===== src/pcsm_pkg.sv =====
// Package for the PCS management status and negotiation register bank.
// Assumes a 5-bit management register address and 16-bit register data.
`default_nettype none

package pcsm_pkg;

    ////////////////////////////////////////////////////////////////////////
    // Register addresses on the management port.
    localparam logic [4:0] ADDR_LINK_STATUS = 5'h01;
    localparam logic [4:0] ADDR_IDENT_HIGH = 5'h02;
    localparam logic [4:0] ADDR_IDENT_LOW = 5'h03;
    localparam logic [4:0] ADDR_ADVERTISE = 5'h04;
    localparam logic [4:0] ADDR_PARTNER = 5'h05;
    localparam logic [4:0] ADDR_EXPANSION = 5'h06;
    localparam logic [4:0] ADDR_EXT_STATUS = 5'h0f;

    ////////////////////////////////////////////////////////////////////////
    // Bit positions.
    localparam int BIT_EXT_STATUS = 8;
    localparam int BIT_PREAMBLE = 6;
    localparam int BIT_NEG_DONE = 5;
    localparam int BIT_FAULT = 4;
    localparam int BIT_NEG_CAP = 3;
    localparam int BIT_LINK = 2;
    localparam int BIT_EXT_REGS = 0;
    localparam int BIT_ACK = 14;
    localparam int BIT_PAGE = 1;
    localparam int BIT_NEXT_PAGE = 2;
    localparam int ADV_RO_BIT = 14;
    localparam int ADV_R_BIT = 10;
    localparam int FAULT_HI = 13;
    localparam int FAULT_LO = 12;

    ////////////////////////////////////////////////////////////////////////
    // Fixed and reset values.
    localparam logic [15:0] STATUS_UPPER = 16'h7800;
    localparam logic [15:0] ADV_NONE = 16'h0000;
    localparam logic [15:0] ADV_SGMII_LOW = 16'h9001;
    localparam logic [15:0] ADV_SGMII_GIG = 16'h9801;
    localparam logic [15:0] ADV_BASEX = 16'h0020;
    localparam logic [15:0] ADV_WRITE_MASK = 16'hbfff;
    localparam logic [15:0] EXT_STATUS_VALUE = 16'h8000;
    localparam logic [15:0] ZERO_WORD = 16'h0000;
    localparam logic [1:0] STRAP_WAIT = 2'h2;

    ////////////////////////////////////////////////////////////////////////
    // Carriers.
    typedef struct packed {
        logic rd;
        logic wr;
        logic [4:0] addr;
        logic [15:0] wdata;
    } pcsm_req_t;

    typedef struct packed {
        logic col;
        logic rx_dv;
        logic [1:0] rxd;
        logic mode_select_out_pin;
    } pcsm_strap_t;

endpackage

`default_nettype wire


===== src/pcsm_regs.sv =====
// Management status, identifier and negotiation registers of a serial PCS.
// Assumes the management frame logic runs on mclk and presents one-cycle
// read and write strobes; strap pins and loss of signal are asynchronous.
`timescale 1ns/1ps
`default_nettype none

module pcsm_regs #(
    // Arbitrary identifier values.
    parameter logic [15:0] IDENT_HIGH = 16'h5a3c,
    parameter logic [15:0] IDENT_LOW = 16'h6c15
) (
    input wire logic mclk,
    input wire logic reset_n,
    input wire pcsm_pkg::pcsm_req_t mgmt_req,
    output logic [15:0] rd_data,
    output logic [15:0] advertise_word,
    input wire logic basex_mode,
    input wire logic negotiation_done_in,
    input wire logic pcs_link_up,
    input wire logic cdr_lock_lost,
    input wire logic loss_of_signal_in,
    input wire logic partner_word_valid,
    input wire logic [15:0] partner_word_in,
    input wire pcsm_pkg::pcsm_strap_t strap_pins,
    output logic strap_done,
    output logic [1:0] interrupt_flags
);

    ////////////////////////////////////////////////////////////////////////
    // Pin synchronisers.
    logic los_meta;
    logic los_sync;
    pcsm_pkg::pcsm_strap_t strap_meta;
    pcsm_pkg::pcsm_strap_t strap_sync;

    always_ff @(posedge mclk or negedge reset_n) begin
        if (!reset_n) begin
            los_meta <= 1'b0;
            los_sync <= 1'b0;
            strap_meta <= '0;
            strap_sync <= '0;
        end else begin
            los_meta <= loss_of_signal_in;
            los_sync <= los_meta;
            strap_meta <= strap_pins;
            strap_sync <= strap_meta;
        end
    end

    ////////////////////////////////////////////////////////////////////////
    // Access decode.
    logic rd_status;
    logic rd_expansion;
    logic wr_advertise;

    assign rd_status = mgmt_req.rd &&
        (mgmt_req.addr == pcsm_pkg::ADDR_LINK_STATUS);
    assign rd_expansion = mgmt_req.rd &&
        (mgmt_req.addr == pcsm_pkg::ADDR_EXPANSION);
    assign wr_advertise = mgmt_req.wr && strap_done &&
        (mgmt_req.addr == pcsm_pkg::ADDR_ADVERTISE);

    ////////////////////////////////////////////////////////////////////////
    // Strap capture after reset release.
    logic [1:0] strap_cnt;
    logic [15:0] strap_value;

    always_ff @(posedge mclk or negedge reset_n) begin
        if (!reset_n) begin
            strap_cnt <= 2'h0;
            strap_done <= 1'b0;
        end else if (!strap_done) begin
            strap_cnt <= strap_cnt + 2'h1;
            strap_done <= (strap_cnt == pcsm_pkg::STRAP_WAIT);
        end
    end

    always_comb begin
        if (!strap_sync.col && !strap_sync.rx_dv) begin
            strap_value = pcsm_pkg::ADV_NONE;
        end else if (!strap_sync.col && !strap_sync.rxd[1]) begin
            strap_value = pcsm_pkg::ADV_SGMII_LOW;
            strap_value[pcsm_pkg::ADV_R_BIT] = strap_sync.rxd[0];
        end else if (strap_sync.mode_select_out_pin) begin
            strap_value = pcsm_pkg::ADV_BASEX;
        end else begin
            strap_value = pcsm_pkg::ADV_SGMII_GIG;
        end
    end

    ////////////////////////////////////////////////////////////////////////
    // Advertisement register.
    always_ff @(posedge mclk or negedge reset_n) begin
        if (!reset_n) begin
            advertise_word <= pcsm_pkg::ADV_NONE;
        end else if (!strap_done) begin
            advertise_word <= strap_value;
        end else if (wr_advertise) begin
            advertise_word <= mgmt_req.wdata &
                pcsm_pkg::ADV_WRITE_MASK;
        end
    end

    ////////////////////////////////////////////////////////////////////////
    // Partner word and page flag.
    logic [15:0] partner_word;
    logic page_flag;

    always_ff @(posedge mclk or negedge reset_n) begin
        if (!reset_n) begin
            partner_word <= pcsm_pkg::ZERO_WORD;
        end else if (partner_word_valid) begin
            partner_word <= partner_word_in;
        end
    end

    always_ff @(posedge mclk or negedge reset_n) begin
        if (!reset_n) begin
            page_flag <= 1'b0;
        end else if (partner_word_valid) begin
            page_flag <= 1'b1;
        end else if (rd_expansion) begin
            page_flag <= 1'b0;
        end
    end

    ////////////////////////////////////////////////////////////////////////
    // Latched fault and link flags.
    logic fault_now;
    logic far_end_fault_latched;
    logic link_up_latched;

    assign fault_now = basex_mode ?
        (partner_word[pcsm_pkg::FAULT_HI:pcsm_pkg::FAULT_LO] != 2'h0) :
        (los_sync || cdr_lock_lost);

    always_ff @(posedge mclk or negedge reset_n) begin
        if (!reset_n) begin
            far_end_fault_latched <= 1'b0;
        end else if (fault_now) begin
            far_end_fault_latched <= 1'b1;
        end else if (rd_status) begin
            far_end_fault_latched <= 1'b0;
        end
    end

    always_ff @(posedge mclk or negedge reset_n) begin
        if (!reset_n) begin
            link_up_latched <= 1'b0;
        end else if (!pcs_link_up) begin
            link_up_latched <= 1'b0;
        end else if (rd_status) begin
            link_up_latched <= 1'b1;
        end
    end

    assign interrupt_flags = {link_up_latched, far_end_fault_latched};

    ////////////////////////////////////////////////////////////////////////
    // Read data.
    logic [15:0] status_word;
    logic [15:0] expansion_word;

    always_comb begin
        status_word = pcsm_pkg::STATUS_UPPER;
        status_word[pcsm_pkg::BIT_EXT_STATUS] = 1'b1;
        status_word[pcsm_pkg::BIT_PREAMBLE] = 1'b1;
        status_word[pcsm_pkg::BIT_NEG_DONE] = negotiation_done_in;
        status_word[pcsm_pkg::BIT_FAULT] = far_end_fault_latched;
        status_word[pcsm_pkg::BIT_NEG_CAP] = 1'b1;
        status_word[pcsm_pkg::BIT_LINK] = link_up_latched;
        status_word[pcsm_pkg::BIT_EXT_REGS] = 1'b1;
        expansion_word = pcsm_pkg::ZERO_WORD;
        expansion_word[pcsm_pkg::BIT_PAGE] = page_flag;
    end

    always_ff @(posedge mclk or negedge reset_n) begin
        if (!reset_n) begin
            rd_data <= pcsm_pkg::ZERO_WORD;
        end else if (mgmt_req.rd) begin
            case (mgmt_req.addr)
                pcsm_pkg::ADDR_LINK_STATUS: rd_data <= status_word;
                pcsm_pkg::ADDR_IDENT_HIGH: rd_data <= IDENT_HIGH;
                pcsm_pkg::ADDR_IDENT_LOW: rd_data <= IDENT_LOW;
                pcsm_pkg::ADDR_ADVERTISE: rd_data <= advertise_word;
                pcsm_pkg::ADDR_PARTNER: rd_data <= partner_word;
                pcsm_pkg::ADDR_EXPANSION: rd_data <= expansion_word;
                pcsm_pkg::ADDR_EXT_STATUS: begin
                    rd_data <= pcsm_pkg::EXT_STATUS_VALUE;
                end
                default: rd_data <= pcsm_pkg::ZERO_WORD;
            endcase
        end
    end
endmodule

`default_nettype wire


===== config.mk =====
export PLATFORM = sky130hd
export DESIGN_NAME = pcsm_regs
export DESIGN_NICKNAME = d
export VERILOG_FILES = /design/src/pcsm_pkg.sv /design/src/pcsm_regs.sv
export SDC_FILE = /design/constraint.sdc
export NUM_CORES = 1
export LEC_CHECK = 0
export BUFFER_PORTS_ARGS = -buffer_cell sky130_fd_sc_hd__buf_2
export CORE_ASPECT_RATIO = 0.8
export CORE_UTILIZATION = 41
export CTS_BUF_LIST = sky130_fd_sc_hd__clkbuf_4 sky130_fd_sc_hd__clkbuf_8
export DETAILED_ROUTE_END_ITERATION = 10
export PLACE_DENSITY = 0.66
export SETUP_SLACK_MARGIN = 0.3
export SYNTH_ARGS = -nofsm -noshare
export SYNTH_HDL_FRONTEND = slang
export SYNTH_SLANG_ARGS = --single-unit

===== constraint.sdc =====
create_clock -name mclk -period 1.5 [get_ports mclk]
set_clock_uncertainty 0.05 [all_clocks]
set_input_delay 0 -clock mclk [delete_from_list [all_inputs] [get_ports mclk]]
set_output_delay 0 -clock mclk [all_outputs]
set_load 0.02 [all_outputs]

==> impl_metrics.ini, run 1 <==
[status]
status = finished clean

[sta]
post-route-period-util = 0.799
report.final.slew_viol_count = 0
rsz0062_at_grt = true
finalCriticalPeriod_ns = 1.20
fin_ws_ns = 0.301
max_freq_mhz = 834
fin_setup_tns_ns = 0
hold_viol = 0
finalSetupViolations = 0

[critical_path]
cp_data_required_time_ns = 1.71
end_kind = flip-flop
crit_type = flip-flop to flip-flop
cp.arrival_ns = 1.41
cp-start-kind = flip-flop
crit_fanout = 2

[grt]
grt_overflow = 0
grt_antenna_before_repair = 0
grt_max_degree = 66
grt_pass1_vias = 2548
grt_first_pass_wirelength_um = 12300
grt.total_usage = 0.224

[final_layout]
drive_above_1_share = 0.350
finalNetCount = 454
area_growth_pct = 40.5
antenna_cells = 0
stdcell_count = 493

[floorplanning]
die_h_um = 77.5
rows = 27
start_util = 0.424
die_x_um = 96.4
pin_count = 87
core_um2 = 6890
die-area_um2 = 7470

[pwr]
p_sw_frac = 0.267
p_sw_uw = 1130
sequentialPowerShare = 0.475
ir_drop_uv = 628
clockPowerShare = 0.356
power.leakage_uw = 0.00194
p_int_uw = 3100
power_density_nw_per_um2 = 1030
p_comb_frac = 0.169
totalPowerFinal_uw = 4230

[place]
io_buffers = 84
dp_slack_ns = 0.131
place_inst = 430
gp_congestion = 0.856
dp_hpwl_um = 5130

[clocking]
cts_sinks = 65
numCtsBuffers = 9
clk_path_buf_depth = 2
cts_max_level = 3
clk_root_buffer_cell = clkbuf_8
clk_pin_slew_ns = 0.07
worstSkewPairLatency_ns = 0.34
cts_tree = built

[routing]
drc_errors = 0
wl_um = 7720
firstDrtPassIters = 5
drtAntennaViolNets = 0
wl_per_cell_um = 15.7
drt_iter0_drc = 207
drt-vias-per-instance = 5.15
num_vias = 2539

[logic_synthesis]
synth_ff_type = dfrtp_1
yosys.area.top_type = dfrtp_1
syn_avg_cell_area_um2 = 10.9
synth_seq_area_share = 0.557
async_flop_share = 1.00
synth.top_cells.by_area = dfrtp_1 (56%), mux2_2 (5.4%), nand2_1 (3.9%)
yosys-top-cells-count = dfrtp_1 (65), nand2_1 (30), inv_1 (20)
synth-seq-cells = 65
syn_area_um2 = 2920
synth_edf_count = 0
yosys.cell_count.top_type = dfrtp_1
synth_cells = 267
synth_nets = 320
synth_cell_type_count = 49
synth_warnings = 0
synth_top_area_frac = 0.557

[hold_path]
hold_class = input pin to flip-flop

[job]
maxCapViolCount = 0
-- metrics by stage --
step	hold WS (ns)	utilization	cell area, um2
CTS	0.0202	0.590	4070
finish	0.0444	0.595	4100
floorplan	-0.346	-	2920
global placement	-0.00756	0.499	3440
detailed placement	-0.0102	0.499	3440
global route	0.0504	0.595	4100
-- path summary, 6_finish.rpt --
path / cells after the start / slack (ns) / startpoint / endpoint
worst max-delay path: 4 / 0.30 / advertise_word[12] / rd_data[12]
worst min-delay path: 4 / 0.04 / mgmt_req[18] / rd_data[14]
worst max register to register: 4 / 0.30 / advertise_word[12] / rd_data[12]
worst min register to register: 0 / 0.30 / los_meta / los_sync
max in group asynchronous: 3 / 0.95 / reset_n / advertise_word[12]
min in group asynchronous: 3 / 0.15 / reset_n / strap_sync[1]
-- metal layers --
layer	track usage	share of wire	vias to the layer above
met1	0.296	0.44	1214
met5	0	0	-
li1	-	-	1203
met3	0.0784	0.080	12
met4	0.0824	0.012	0
met2	0.339	0.47	110
-- power groups by stage --
stage | registers [uW] | logic, uW | clock network [uW]
6_report | 2010 | 714 | 1500
2_1_floorplan | 2110 | 254 | 0
3_5_place_dp | 2050 | 609 | 0
4_1_cts | 2010 | 705 | 1540
3_3_place_gp | 2050 | 596 | 0
5_1_grt | 2030 | 781 | 1630
-- timing repair --
item | CTS | global route
endpoints found under the hold margin | 104 | 0
resized for setup | 2 | 3
setup buffers | 2 | 4
hold buffers | 41 | 0
pin swaps | 1 | 0
setup endpoints to repair | 4 | 4
-- critical path, cell delays in order, from the launching register on --
cell,delay [ns]
dfrtp_2,0.35
or4bb_1,0.39
o211ai_1,0.12
a22oi_1,0.10
o22ai_1,0.11
-- cells by family (layout without fill, tap and decap cells) --
group / Yosys count / count (layout) / synth area share
xor gates and xnor gates: 1 / 1 / 0.00300
adders and majority gates: 1 / 1 / 0.00428
AOI/OAI and AO/OA: 70 / 70 / 0.166
DFF: 65 / 65 / 0.557
buffers and inverters: 39 / 178 / 0.0630
and+or+nand+nor: 71 / 71 / 0.135
other: 1 / 1 / 0.00128
muxes: 19 / 19 / 0.0711
-- area by class of cell --
| class | instances | area (um2) |
|---|---|---|
| tap | 87 | 109 |
| sequential | 65 | 1630 |
| multi-input combinational | 163 | 1110 |
| clock buffer | 13 | 160 |
| timing repair buffer | 142 | 981 |
| inverter | 20 | 75.1 |
| fill | 619 | 2790 |
| clock inverter | 3 | 40.0 |
-- state kept, by name (all words and copies together), names as in the netlist --
| name | flops |
|---|---|
| los_meta | 1 |
| far_end_fault_latched | 1 |
| strap_sync | 5 |
| page_flag | 1 |
| rd_data | 16 |
| advertise_word | 15 |
| strap_done | 1 |
| strap_meta | 5 |
| partner_word | 16 |
| strap_cnt | 2 |
| los_sync | 1 |
| link_up_latched | 1 |
-- layout by cell type, fill, tap and decap left out, types with 6 or more instances in the layout --
master,Yosys,final
a22oi_1,7,7
nand2_1,30,30
clkbuf_8,0,10
dlygate4sd3_1,0,41
nor2_1,8,8
o21ai_0,15,15
nor2b_1,6,6
mux2_2,14,14
a21boi_0,9,8
inv_1,20,20
buf_4,5,16
buf_2,9,83
dfrtp_1,65,63
o22ai_1,16,16
Note: power is estimated with default switching activity, not from simulation.
==> run 2: changes to the inputs <==
- PLACE_DENSITY: 0.66 -> 0.68
- clock period: 1.5 -> 1.1 ns (I/O delays scaled with it)
==> run 2 against run 1 <==
  * The run now ends with negative setup slack left
  * Combinational power rose by 120%
  * Cell area rose by 23%
  * Clock-buffer cell count fell by 4
  * Non-clock buffer count rose by 51
  * Critical path depth did not move
  * Register-to-register slack got worse by 0.41 ns
  * Die area did not move
  * Via count rose by 11%
  * Sequential share of layout area fell by 7.3 points
  * Cell count rose by 10%
  * Critical endpoint is now advertise_word[12]
==> impl_metrics.ini, run 2 (synthesized netlist as in run 1, its figures left out) <==
[routing]
num_vias = 2819
wl_um = 9140
drt_iter0_drc = 187
wl_per_cell_um = 16.8
drc_errors = 0
firstDrtPassIters = 4
drtAntennaViolNets = 0
drt-vias-per-instance = 5.18

[status]
failed_checks = negative setup slack
status = finished, violations left

[floorplanning]
pin_count = 87
die_h_um = 77.5
core_um2 = 6890
die-area_um2 = 7470
die_x_um = 96.4
rows = 27
start_util = 0.424

[place]
gp_congestion = 0.840
io_buffers = 84
dp_hpwl_um = 5440
place_inst = 459

[sta]
tightest_slew_ns = 0.559
rsz0062_at_grt = true
max_freq_mhz = 784
finalCriticalPeriod_ns = 1.28
finalSetupViolations = 6
report.final.slew_viol_count = 0
slew_headroom = 0.628
fin_setup_tns_ns = -0.489
hold_viol = 0
hold_ws_ns = 0.0638
fin_ws_ns = -0.175
post-route-period-util = 1.16

[critical_path]
path_cells = buf_4, buf_6, buf_6, buf_6
ff2ff_setup_slack_ns = -0.11
cp_data_required_time_ns = 1.05
path_buf_inv = 4
cp-start-kind = flip-flop
crit_type = flip-flop to output pin
crit_path_max_incr_delay_ns = 0.41
crit_family = buffers and inverters
crit_fanout = 2
crit_slowest_cell = dfrtp_2
cp.arrival_ns = 1.23
cp_common_cell = buf_6
end_kind = output pin

[hold_path]
hold_class = input pin to flip-flop

[clocking]
worstSkewPairLatency_ns = 0.36
clk_root_buffer_cell = clkbuf_8
clk_path_buf_depth = 2
cts_tree = built
cts_max_level = 3
clk_pin_slew_ns = 0.08
cts_sinks = 65
numCtsBuffers = 9

[final_layout]
multiInputGateArea_um2 = 1370
area_growth_pct = 72.7
antenna_cells = 0
fillerInstances = 492
final_util = 0.732
drive_above_1_share = 0.525
final_common_cell = dfrtp_1
final_cell_mix = dfrtp_1 (58), buf_6 (54), buf_2 (49)
top_regs = partner_word: 16 flops, rd_data: 16 flops, advertise_word: 15 flops
stdcell_count = 544
finalNetCount = 505
register_area_um2 = 1640

[grt]
grt_max_degree = 66
grt_first_pass_wirelength_um = 14400
grt_antenna_before_repair = 0
grt_overflow = 0
grt_pass1_vias = 2868
grt.total_usage = 0.261

[pwr]
power.leakage_uw = 0.00236
ir_drop_uv = 835
power_density_nw_per_um2 = 1240

[job]
maxCapViolCount = 0
-- run 2: cell types whose count changed in the layout (fill, tap and decap cells not counted), sizes merged --
cell,delta
clkinvlp,+4
buf,+51
bufinv,-1
clkbuf,-4
inv,+1
-- run 2: what timing repair did --
item / 4_1_cts / 5_1_grt
gates cloned: 1 / 0
hold buffers: 41 / 0
endpoints found under the hold margin: 104 / 0
endpoints found under the setup margin: 80 / 83
gates resized for setup: 139 / 24
setup buffers: 21 / 6
pin swaps: 22 / 11
-- run 2: worst min-delay path: cells and delay by family --
kind,cells,cell delay (ns)
buffers and inverters,2,0.32
AO/OA/AOI/OAI,1,0.10
-- run 2: where the power goes --
part | total [uW] | leakage (uW) | switching (uW) | internal, uW
Clock | 1880 | 0.0000781 | 1050 | 830
Sequential | 2780 | 0.000788 | 188 | 2590
Combinational | 1590 | 0.00149 | 656 | 931
Total | 6250 | 0.00236 | 1900 | 4350
-- run 2: worst paths after layout --
kind / startpoint / end / cells past startpoint
max in group asynchronous: reset_n / advertise_word[1] / 3
min in group asynchronous: reset_n / strap_meta[3] / 3
worst max-delay path: advertise_word[12] / advertise_word[12] / 4
worst min register to register: strap_meta[4] / strap_sync[4] / 0
worst min-delay path: mgmt_req[22] / rd_data[1] / 3
worst max register to register: advertise_word[12] / rd_data[12] / 4
-- run 2: stage by stage --
step	instance area (um2)	power, uW	setup slack, ns
2_1_floorplan	2990	3250	-0.0939
3_3_place_gp	3700	3710	-0.117
3_5_place_dp	3700	3720	-0.175
4_1_cts	4900	6110	-0.0932
5_1_grt	5040	6530	-0.214
6_report	5040	6250	-0.175
-- run 2: cell type report --
cell class | instances | area share
clock buffers | 9 | 0.0246
clock inverters | 7 | 0.0112
inverters | 20 | 0.0149
multi-input cells | 163 | 0.271
flip-flops and latches | 65 | 0.324
well taps | 87 | 0.0216
repair buffers | 193 | 0.333
-- run 2: layer usage --
| layer | part of all wire | wire length, um | GRT usage | vias up |
|---|---|---|---|---|
| li1 | - | - | - | 1308 |
| met1 | 0.43 | 3970 | 0.338 | 1395 |
| met2 | 0.48 | 4420 | 0.417 | 98 |
| met3 | 0.061 | 554 | 0.0843 | 18 |
| met4 | 0.022 | 199 | 0.0779 | 0 |
| met5 | 0 | 0 | 0 | - |
==> run 3: changes to the inputs <==
- BUFFER_PORTS_ARGS: -buffer_cell sky130_fd_sc_hd__buf_2 -> not set
- DONT_BUFFER_PORTS: not set -> 1
- PLACE_DENSITY: 0.68 -> not set
==> run 3 against run 2 <==
  * The flow finishes with violations (negative hold slack, negative setup slack)
  * Clock-buffer cell count increased by 2
  * Sequential power barely moved
  * Wire length fell by 9.7%
  * Clock power grew 9.6%
  * Sequential share of layout area grew 4.8 points
  * Cell count is 17% lower
  * Via count shrank 13%
  * Non-clock buffer count shrank 93
  * Worst setup slack gained 0.062 ns
  * Die area unchanged
  * Total power decreased by 4.6%
  * Critical path type is now flip-flop to flip-flop
==> impl_metrics.ini, run 3 (synthesized netlist as in run 1, its figures left out) <==
[sta]
fin_ws_ns = -0.113
max_freq_mhz = 824
post-route-period-util = 1.10
report.final.slew_viol_count = 0
rsz0062_at_grt = true
hold_viol = 100
hold_ws_ns = -0.702
finalSetupViolations = 4
finalCriticalPeriod_ns = 1.21

[routing]
wl_met1_um = 3530
firstDrtPassIters = 4
wl_um = 8260
route.met3.wl_um = 638
maxUsedRoutingLayer = met4
drc_errors = 0
drt-vias-per-instance = 5.44
num_vias = 2452
wl_per_cell_um = 18.3
drtAntennaViolNets = 0
route.met2.wl_um = 3910
drt_iter0_drc = 121

[pwr]
totalPowerFinal_uw = 5960
clockPowerShare = 0.345
power_density_nw_per_um2 = 1350
sequentialPowerShare = 0.461
p_int_uw = 4400
p_sw_uw = 1560
ir_drop_uv = 792
p_comb_frac = 0.194
power.leakage_uw = 0.00193
p_sw_frac = 0.262

[clocking]
numCtsBuffers = 9
cts_tree = built
clk_root_buffer_cell = clkbuf_8
clk_path_buf_depth = 2
cts_max_level = 3
clk_pin_slew_ns = 0.07
cts_hold_buf = 38
worstSkewPairLatency_ns = 0.34
cts_sinks = 65

[floorplanning]
die-area_um2 = 7470
rows = 27
die_h_um = 77.5
die_x_um = 96.4
start_util = 0.424
core_um2 = 6890
pin_count = 87

[final_layout]
area_growth_pct = 51.0
drive_above_1_share = 0.418
final_common_cell = dfrtp_1
fin_area_um2 = 4410
final_cell_mix = dfrtp_1 (54), buf_6 (42), dlygate4sd3_1 (38)
top_regs = partner_word: 16 flops, rd_data: 16 flops, advertise_word: 15 flops
antenna_cells = 0
final_util = 0.640
stdcell_count = 451
finalNetCount = 412

[place]
place_inst = 377
dp_slack_ns = -0.0468
gp_congestion = 0.801
io_buffers = 0
dpl_cell_area_um2 = 3270
dp_hpwl_um = 5170

[grt]
grt.total_usage = 0.236
grt_antenna_before_repair = 0
grt_max_degree = 66
grt_first_pass_wirelength_um = 12800
grt_overflow = 0
grt_pass1_vias = 2474

[hold_path]
hold_class = input pin to asynchronous set/reset pin

[critical_path]
path_cells = or4bb_1, o211ai_1, a22oi_1, o22ai_1
cp_data_required_time_ns = 1.31
path_buf_inv = 0
startpoint = advertise_word[12]
cp.arrival_ns = 1.42
cp-start-kind = flip-flop
crit_slowest_cell = or4bb_1
end_kind = flip-flop
crit_path_max_incr_delay_ns = 0.40
r2r-start = advertise_word[12]
crit_family = simple AND/OR/NAND/NOR gates
crit_fanout = 2
crit_type = flip-flop to flip-flop

[status]
failed_checks = negative hold slack, negative setup slack
status = finished, violations left

[job]
maxCapViolCount = 0
==> run 3: timing repair <==
action                     CTS  global route
hold endpoints to repair   121           100
gates resized for setup     81            37
pin swaps                   21            13
setup endpoints to repair   80            85
buffers inserted            10            10
==> run 3: worst register-to-register path, stage by stage (launching register included) <==
cell and delay, ns:
dfrtp_2 0.35, or4bb_1 0.40, o211ai_1 0.12, a22oi_1 0.10
o22ai_1 0.11
==> run 3: final cells by class <==
cell class | instances | area, um2
tap | 87 | 109
clock buffer | 11 | 145
timing repair buffer | 100 | 1020
clock inverter | 5 | 55.1
multi-input combinational | 163 | 1360
inverter | 20 | 75.1
fill | 544 | 2480
sequential | 65 | 1640
==> run 3: worst paths after layout <==
path	slack, ns	cells after the start	endpoint
worst min-delay path	-0.70	0	advertise_word[2]
max in group asynchronous	1.60	0	page_flag
worst max register to register	-0.11	4	rd_data[12]
worst max-delay path	-0.11	4	rd_data[12]
worst min register to register	0.30	0	los_sync
min in group mclk	-0.30	1	partner_word[13]
==> run 3: per-stage QoR <==
stage,TNS (ns),hold slack (ns)
final,-0.212,-0.702
after CTS,-0.178,-0.722
after global routing,-0.582,-0.734
after floorplan,-0.207,-0.346
after global placement,-0.0388,-0.343
after detailed placement,-0.121,-0.344
==> run 3: power by group through the flow <==
stage               Sequential (uW)  Combinational, uW  Clock, uW
floorplan                      2890                361          0
global placement               2770                711          0
detailed placement             2780                720          0
CTS                            2750               1070       2120
global route                   2770               1230       2220
finish                         2750               1150       2060
==> run 3: metal layers <==
metal / vias to the layer above / global-route usage
met3: 21 / 0.0833
li1: 1127 / -
met4: 0 / 0.0779
met5: - / 0
met1: 1210 / 0.304
met2: 94 / 0.367
